==> config.mk <==
export PLATFORM = sky130hd
export DESIGN_NAME = interrupt_merge_and_memory_select
export DESIGN_NICKNAME = d
export VERILOG_FILES = /design/src/logic/interrupt_merge_and_memory_select.v
export VERILOG_INCLUDE_DIRS = /design/src /design/src/pkg
export SDC_FILE = /design/constraint.sdc
export NUM_CORES = 1
export LEC_CHECK = 0
export BUFFER_PORTS_ARGS = -buffer_cell sky130_fd_sc_hd__buf_2
export CELL_PAD_IN_SITES_DETAIL_PLACEMENT = 0
export CELL_PAD_IN_SITES_GLOBAL_PLACEMENT = 1
export CORE_MARGIN = 3
export CORE_UTILIZATION = 40
export CTS_CLUSTER_DIAMETER = 200
export DETAILED_ROUTE_END_ITERATION = 8
export MAX_ROUTING_LAYER = met4
export PLACE_DENSITY = 0.78
export SLEW_MARGIN = 20
export SYNTH_ARGS = -nofsm -noshare
export SYNTH_HDL_FRONTEND = slang
export SYNTH_SLANG_ARGS = --single-unit
==> constraint.sdc <==
create_clock -name sys_clk -period 4.3 [get_ports sys_clk]
set_clock_uncertainty 0.05 [all_clocks]
set_input_delay 0.86 -clock sys_clk [delete_from_list [all_inputs] [get_ports sys_clk]]
set_output_delay 0.86 -clock sys_clk [all_outputs]
set_load 0.01 [all_outputs]
==> src/pkg/irq_merge_map.vh <==
`ifndef IRQ_MERGE_MAP_VH
`define IRQ_MERGE_MAP_VH

// Interrupt level driven while latch pending
`define IRQ_LEVEL 3'h7
// Address map: program memory 0x0000-0x0FFF, data memory 0x1000-0x13FF
`define ROM_BASE_HI 4'h0
`define ROM_BANK_BITS 2
`define RAM_BASE_HI 6'h04
// I/O port numbers (8-bit I/O space)
`define IO_BOARD_PORT 8'h00
`define IO_CLR_PORT 8'h01
// One-shot lengths in 5 ns cycles: 1 us and 10 us
`define SHOT0_CYC 13'h00C8
`define SHOT1_CYC 13'h07D0
// Reset values
`define CTRL_RST 8'h00
`endif

==> src/logic/interrupt_merge_and_memory_select.v <==
`include "irq_merge_map.vh"

module interrupt_merge_and_memory_select (
  input wire sys_clk, // 200 MHz clock
  input wire rst_b, // Async reset, active low
  input wire key_press, // Keypad request level
  input wire listener_req, // Listener request (LACS)
  input wire talker_active, // Bus interface talker-active state
  input wire scan_strobe_fifteen, // Scan counter at code 15
  input wire keypad_clk_en, // Keypad scan clock enable in
  input wire [15:0] mem_addr, // Processor memory address
  input wire mem_req, // Memory cycle in progress
  input wire [7:0] io_addr, // Processor I/O port number
  input wire io_wr, // I/O write strobe
  input wire io_rd, // I/O read strobe
  input wire [7:0] io_wdata, // I/O write data
  output reg [2:0] irq_level_ff, // Interrupt level to processor
  output reg irq_req_ff, // Interrupt request to processor
  output reg pending_irq_latch_ff, // Pending latch state
  output reg keypad_clk_gated_ff, // Gated keypad scan enable
  output reg dac_hold_ff, // DAC, stalls listener handshake
  output reg [3:0] rom_sel_ff, // Program memory selects
  output reg ram_sel_ff, // Data memory select
  output reg [15:0] io_slot_sel_ff, // Off-board I/O module selects
  output reg [7:0] analog_ctrl_ff, // Control lines to analog section
  output reg [1:0] delay_one_shots_ff // One-shot delay outputs
);

  ////////////////////////////////////////////////////////////////
  // Internal state and decoded strobes
  reg talker_d_ff; // Talker-active, one cycle late
  reg listener_src_ff; // Pending request came from listener
  reg [12:0] shot0_cnt_ff; // Short one-shot cycles left
  reg [12:0] shot1_cnt_ff; // Long one-shot cycles left
  wire talker_rise; // Entry into talker-active
  wire clr_strobe; // Write to the latch clear port
  wire board_io_module; // Write to the board I/O module
  wire bus_set; // Bus request timed by strobe
  wire latch_set; // Any set condition this cycle
  wire shot0_fire; // Retrigger of the short one-shot
  wire shot1_fire; // Retrigger of the long one-shot

  ////////////////////////////////////////////////////////////////
  // Shared I/O decoder: port to one-hot slot
  function [15:0] slot_decode;
    input [7:0] port;
    input en;
    begin
      slot_decode = 16'h0000;
      if (en && port[7:4] == 4'h0)
        slot_decode[port[3:0]] = 1'b1;
    end
  endfunction

  // One-shot countdown, shared by both timers
  function [12:0] shot_next;
    input [12:0] cnt;
    input fire;
    input [12:0] load;
    begin
      if (fire)
        shot_next = load;
      else if (cnt != 13'h0000)
        shot_next = cnt - 13'h0001;
      else
        shot_next = 13'h0000;
    end
  endfunction

  ////////////////////////////////////////////////////////////////
  // Talker request at each strobe while talker-active
  // edge of talker
  assign talker_rise = talker_active & ~talker_d_ff;
  assign clr_strobe = io_wr && (io_addr == `IO_CLR_PORT);
  assign board_io_module = io_wr && (io_addr == `IO_BOARD_PORT);
  // bus requests timed by strobe
  // A held talker re-arms at each strobe, so a missed edge is not lost
  assign bus_set = scan_strobe_fifteen && (listener_req || talker_rise || talker_active);
  assign latch_set = key_press || bus_set;
  assign shot0_fire = board_io_module && io_wdata[6];
  assign shot1_fire = board_io_module && io_wdata[7];

  ////////////////////////////////////////////////////////////////
  // Delayed talker-active for edge detection; idle low matches reset
  always @(posedge sys_clk or negedge rst_b) begin
    if (!rst_b) begin
      talker_d_ff <= 1'b0;
    end else begin
      talker_d_ff <= talker_active;
    end
  end

  // Pending latch; a set in the clear cycle wins so no request is lost
  // clear after service
  always @(posedge sys_clk or negedge rst_b) begin
    if (!rst_b) begin
      pending_irq_latch_ff <= 1'b0;
    end else if (latch_set) begin
      pending_irq_latch_ff <= 1'b1;
    end else if (clr_strobe) begin
      pending_irq_latch_ff <= 1'b0;
    end
  end

  // Remembers a listener cause until the latch is cleared
  always @(posedge sys_clk or negedge rst_b) begin
    if (!rst_b) begin
      listener_src_ff <= 1'b0;
    end else if (latch_set) begin
      listener_src_ff <= listener_src_ff | (bus_set & listener_req);
    end else if (clr_strobe) begin
      listener_src_ff <= 1'b0;
    end
  end

  ////////////////////////////////////////////////////////////////
  // request on level seven
  always @(posedge sys_clk or negedge rst_b) begin
    if (!rst_b) begin
      irq_req_ff <= 1'b0;
    end else begin
      irq_req_ff <= pending_irq_latch_ff;
    end
  end

  always @(posedge sys_clk or negedge rst_b) begin
    if (!rst_b) begin
      irq_level_ff <= 3'h0;
    end else begin
      irq_level_ff <= pending_irq_latch_ff ? `IRQ_LEVEL : 3'h0;
    end
  end

  // freeze scan clock
  // Raw key also gates, so the scan stops in the same cycle the latch shows
  always @(posedge sys_clk or negedge rst_b) begin
    if (!rst_b) begin
      keypad_clk_gated_ff <= 1'b0;
    end else begin
      keypad_clk_gated_ff <= keypad_clk_en & ~pending_irq_latch_ff & ~key_press;
    end
  end

  always @(posedge sys_clk or negedge rst_b) begin
    if (!rst_b) begin
      dac_hold_ff <= 1'b0;
    end else begin
      dac_hold_ff <= listener_src_ff;
    end
  end

  ////////////////////////////////////////////////////////////////
  // 4 kbyte program memory
  always @(posedge sys_clk or negedge rst_b) begin
    if (!rst_b) begin
      rom_sel_ff <= 4'h0;
    end else begin
      rom_sel_ff <= 4'h0;
      if (mem_req && mem_addr[15:12] == `ROM_BASE_HI)
        rom_sel_ff[mem_addr[11:10]] <= 1'b1;
    end
  end

  always @(posedge sys_clk or negedge rst_b) begin
    if (!rst_b) begin
      ram_sel_ff <= 1'b0;
    end else begin
      ram_sel_ff <= mem_req && (mem_addr[15:10] == `RAM_BASE_HI);
    end
  end

  always @(posedge sys_clk or negedge rst_b) begin
    if (!rst_b) begin
      io_slot_sel_ff <= 16'h0000;
    end else begin
      io_slot_sel_ff <= slot_decode(io_addr, io_wr | io_rd);
    end
  end

  ////////////////////////////////////////////////////////////////
  // drive analog lines
  always @(posedge sys_clk or negedge rst_b) begin
    if (!rst_b) begin
      analog_ctrl_ff <= `CTRL_RST;
    end else if (board_io_module) begin
      analog_ctrl_ff <= io_wdata;
    end
  end

  always @(posedge sys_clk or negedge rst_b) begin
    if (!rst_b) begin
      shot0_cnt_ff <= 13'h0000;
    end else begin
      shot0_cnt_ff <= shot_next(shot0_cnt_ff, shot0_fire, `SHOT0_CYC);
    end
  end

  always @(posedge sys_clk or negedge rst_b) begin
    if (!rst_b) begin
      shot1_cnt_ff <= 13'h0000;
    end else begin
      shot1_cnt_ff <= shot_next(shot1_cnt_ff, shot1_fire, `SHOT1_CYC);
    end
  end

  // one-shot outputs
  // High from the write edge for exactly the loaded count of cycles
  always @(posedge sys_clk or negedge rst_b) begin
    if (!rst_b) begin
      delay_one_shots_ff <= 2'h0;
    end else begin
      delay_one_shots_ff <= {(shot1_cnt_ff > 13'h0001) || shot1_fire,
                             (shot0_cnt_ff > 13'h0001) || shot0_fire};
    end
  end

endmodule // interrupt_merge_and_memory_select

* Word-level counts from Yosys, hierarchy flattened
Index checks and enable logic that the tools add are counted.
Operators by class: add/subtract/negate cells 2, $lt $le $gt $ge 6, eq/ne operators 2, mux-type cells 14, bitwise logic cells 9, reduce and logical (&&, ||, !) cells 21
Operator list (count):
- 13-bit two-way mux | 4
- 13-bit by 1-bit greater-than comparator with 1-bit output (second input constant) | 2
- 13-bit nonzero test | 2
- 13-bit by 1-bit subtractor with 13-bit output (second input constant) | 2
- 16-bit two-way mux | 1
- 1-bit logical AND | 10
- 8-bit by 1-bit equality test with 1-bit output (second input constant) | 1
- 4-bit logical NOT | 2
- 8-bit logical NOT | 1
- 6-bit by 3-bit equality test with 1-bit output (second input constant) | 1
- 1-bit logical OR | 5
- 4-bit by 5-bit < comparator with 1-bit output (second input constant) | 1
- 1-bit two-way mux | 5
- 1-bit AND | 4
- 1-bit demux with 4-bit select | 1
- 4-bit by 1-bit >= comparator with 1-bit output (second input constant) | 1
- 4-bit two-way mux | 1
- 2-bit by 3-bit < comparator with 1-bit output (second input constant) | 1
- 3-bit two-way mux | 1
- 1-bit inverter | 3
- 1-bit demux with 2-bit select | 1
- 2-bit by 1-bit >= comparator with 1-bit output (second input constant) | 1
- 1-bit bitwise OR | 2
- 2-bit nonzero test | 1
Storage, ports and cells: flip-flop bits (word level) 66, bits of input ports 42, output and inout port bits 38, logic and storage cells 68

* Logic depth before layout (Yosys ltp)
word-level depth 8, gate-level depth with buffers 6, mapped depth without buffers 5

* Worst setup path after synthesis
Ideal clock, no wire load.
path type input to register, from input port io_addr[2], to register analog_ctrl_ff[0], setup time 125 ps, arrival 1820 ps, required time 4125 ps, setup slack 2306 ps, stages 4, path buffers 1, cells stage by stage clkbuf_2 > nor3b_2 > nand3_1 > mux2_2
On the way: word-level cells in the longest chain between the ends 2
RTL lines:
- start: declaration | line interrupt_merge_and_memory_select.v:13 | input wire [7:0] io_addr,
- 8-bit logical NOT (no source line)
- 1-bit logical AND | line interrupt_merge_and_memory_select.v:75 | assign board_io_module = io_wr && (io_addr == `IO_BOARD_PORT);
- end signal: assignment | line interrupt_merge_and_memory_select.v:184 | analog_ctrl_ff <= `CTRL_RST;
- end signal: assignment | line interrupt_merge_and_memory_select.v:186 | analog_ctrl_ff <= io_wdata;
- end: declaration | line interrupt_merge_and_memory_select.v:25 | output reg [7:0] analog_ctrl_ff,
No other way between the ends. A chain may end at the register's enable or synchronous reset.

* Worst setup path after layout
from input port io_addr[5], to register shot1_cnt_ff[11]
On the way: word-level cells in the longest chain between the ends 4
RTL lines:
- 8-bit logical NOT (no source line)
- 1-bit logical AND | line interrupt_merge_and_memory_select.v:75
- 1-bit logical AND | line interrupt_merge_and_memory_select.v:81 | assign shot1_fire = board_io_module && io_wdata[7];
- 13-bit two-way mux | line interrupt_merge_and_memory_select.v:61 | if (fire)
- end signal: assignment | line interrupt_merge_and_memory_select.v:202 | shot1_cnt_ff <= shot_next(shot1_cnt_ff, shot1_fire, `SHOT1_CYC);
- end: declaration | line interrupt_merge_and_memory_select.v:34 | reg [12:0] shot1_cnt_ff;
No other way between the ends.

==> impl_metrics.toml <==
[cts]
clk_pin_slew_ns = 0.06
clock-root-buffer = "clkbuf_8"
cts_tree = "yes"
postCtsResizedCells = 0
hold_buffers = 0
clock_latency_ns = 0.33
clock_sink_count = 62
cts_max_level = 3
post_cts_buffers = 0
cts_buffers = 9
cts_buffer_depth = 2

[placement]
gp_congestion = 0.745
io_buffers = 69
placed_cell_area_um2 = 3010
dp.cells = 367
hpwlAfterDp_um = 3810

[logic_synthesis]
syn_avg_cell_area_um2 = 11.4
syn_nets = 275
yosysSeqAreaShare_pct = 59.7
synth_area_um2 = 2600
yosys_most_used_dff = "dfrtp_1"
ys_warn_count = 0
synth_area_leaders = "dfrtp_1 (60%), nor2_1 (5.5%), xor2_1 (4.4%)"
synth_top_area_share_pct = 59.7
async_reset_ff_share_pct = 100
yosys_register_bits = 62
yosysTopAreaCell = "dfrtp_1"
synth_edf_count = 0
synth_cell_types = 38
synthCells = 227

[die]
placementRows = 28
fp.dieH_um = 86.6
dieArea_um2 = 7500
core_um2 = 6100
ioPinCount = 80
initial_core_util_pct = 42.6
die_width_um = 86.6

[pwr]
internal-power_mw = 1.06
comb_power_share_pct = 15.3
seq_power_share_pct = 50.4
netSwitchingFraction_pct = 29.2
p_per_area_nw_per_um2 = 466
leakage_nw = 1.49
power.switching_uw = 436
clockPowerShare_pct = 34.3
max-vdd-ir-drop_mv = 0.218

[critical_path]
crit_family = "simple AND/OR/NAND/NOR gates"
crit_arrival_ns = 2.16
path_class = "in -> reg"
crit_chain = "buf_2 -> nor4_4 -> nand4_1 -> o21ai_2 -> a21oi_1"
critical_path_peak_fanout = 9
startpoint_type = "input port"
rr_worst_depth = 4
cpPeakStageDelay_ns = 0.43
cp_num_buf_inv = 1
worstPathRequired_ns = 4.44
crit_path_top_delay_cell = "nand4_1"
cp-end-kind = "flop"
crit_cells = 5

[grt]
grt_pass1_wl_um = 9270
antenna_found_initial = 0
grt_max_degree = 36
grt_use_total_pct = 16.8
grt_pass1_vias = 1988
grt-ovfl-total = 0

[routing]
wire_per_inst_um = 14.1
highest_layer = "met4"
drt_iter0_drc = 69
drt_wl_total_um = 5400
wl_met3_um = 461
viasPerCell = 5.03
vias = 1920
first_pass_iters = 4
route.met2.wl_um = 2390
ant_nets = 0
drc = 0
wl_met1_um = 2470

[finish]
fin_cells = 382
areaGrowthSynthToFinish_pct = 23.4
antenna_cells = 0
final_nets = 351
final_util_pct = 52.6
drive_above_1_share_pct = 31.9
stdcell_area_um2 = 3210

[sta]
hold_violations = 0
fin_crit_ns = 2.02
setup_viol = 0
slew_viol_final = 0
slew_headroom_pct = 49.7
clock.fmax_mhz = 496
fin_hold_ws_ns = 0.328
post-route-period-util_pct = 46.9
worstMarginPinSlew_ns = 0.755
final.setup.tns_ns = 0
grt_setup_unrepaired = "no"

[min_path]
min_path_cells = 0
worstHoldPathType = "reg -> reg"

[flow_run]
maxCapViolCount = 0

[run_status]
status = "finished, final reports clean"
==> state kept, by name, summed over array words and instances, names as in the netlist <==
register / cells
shot0_cnt_ff: 13
dac_hold_ff: 1
shot1_cnt_ff: 13
io_slot_sel_ff: 16
pending_irq_latch_ff: 1
analog_ctrl_ff: 8
ram_sel_ff: 1
keypad_clk_gated_ff: 1
delay_one_shots_ff: 2
listener_src_ff: 1
irq_level_ff: 1
rom_sel_ff: 4
==> logic make-up after synthesis <==
group	after synthesis	share of synthesized area (%)
AO/OA/AOI/OAI	29	6.64
buffers and inverters	9	2.07
flip-flops	62	59.7
adder cells (fa/ha/maj)	6	2.89
XOR/XNOR	16	5.39
multiplexers	6	2.60
AND/OR/NAND/NOR	99	20.7
==> cells in the final DEF, fill, tap and decap left out, drive strengths merged, types with 3 or more instances in the layout <==
cell type	count
nor3	7
mux2	6
nand2	19
ha	6
xor2	13
xnor2	3
dfrtp	62
a21oi	6
inv	4
nand3	7
clkbuf	12
buf	70
o21ai	14
nor4	6
nand4	3
nor2	38
nand3b	4
==> power by group through the flow <==
stage	registers, mW	clock network, mW	logic, mW
3_5_place_dp	0.760	0	0.230
5_1_grt	0.765	0.555	0.261
4_1_cts	0.753	0.528	0.231
3_3_place_gp	0.757	0	0.223
2_1_floorplan	0.747	0	0.159
6_report	0.753	0.513	0.228
==> path summary, 6_finish.rpt <==
kind | from | endpoint | slack [ns]
setup / recovery | io_addr[5] | shot1_cnt_ff[11] | 2.28
hold / removal | listener_src_ff | dac_hold_ff | 0.33
setup reg to reg | shot0_cnt_ff[8] | shot0_cnt_ff[10] | 2.47
hold reg to reg | listener_src_ff | dac_hold_ff | 0.33
max in group asynchronous | rst_b | listener_src_ff | 2.81
min in group asynchronous | rst_b | shot0_cnt_ff[11] | 0.55
==> Yosys cell counts (2+ instances only) <==
cell type,instances
nand4_1,3
a21oi_1,6
and2_1,2
nand2b_1,2
nor4_1,2
nor2_1,38
xnor2_1,3
buf_4,3
nand2_1,19
nand4b_1,2
ha_1,6
o21a_1,2
dfrtp_1,62
xor2_1,13
nor3_1,7
inv_1,4
mux2_2,6
o211ai_1,2
nand3_1,7
o21ai_0,13
a31oi_1,2
or3_1,2
nand3b_1,4
nor4_4,3
==> metal layers <==
metal | vias to the layer above | track usage [%]
met5 | - | -
met4 | 0 | 8.50
met3 | 9 | 5.89
met2 | 64 | 24.2
met1 | 917 | 20.8
li1 | 930 | -
==> final cells by class <==
type	instances	area, um^2
clock inverter	3	43.8
timing repair buffer	70	353
inverter	4	15.0
sequential	62	1550
fill	559	2890
tap	75	93.8
clock buffer	12	155
multi-input combinational	156	993
==> per-stage QoR <==
step / worst slack (ns) / total power, mW
after floorplan: 2.31 / 0.906
after global placement: 1.93 / 0.980
after detailed placement: 1.92 / 0.990
after CTS: 2.30 / 1.51
after global routing: 2.16 / 1.58
final: 2.28 / 1.49
Note: power is estimated with default switching activity, not from simulation.
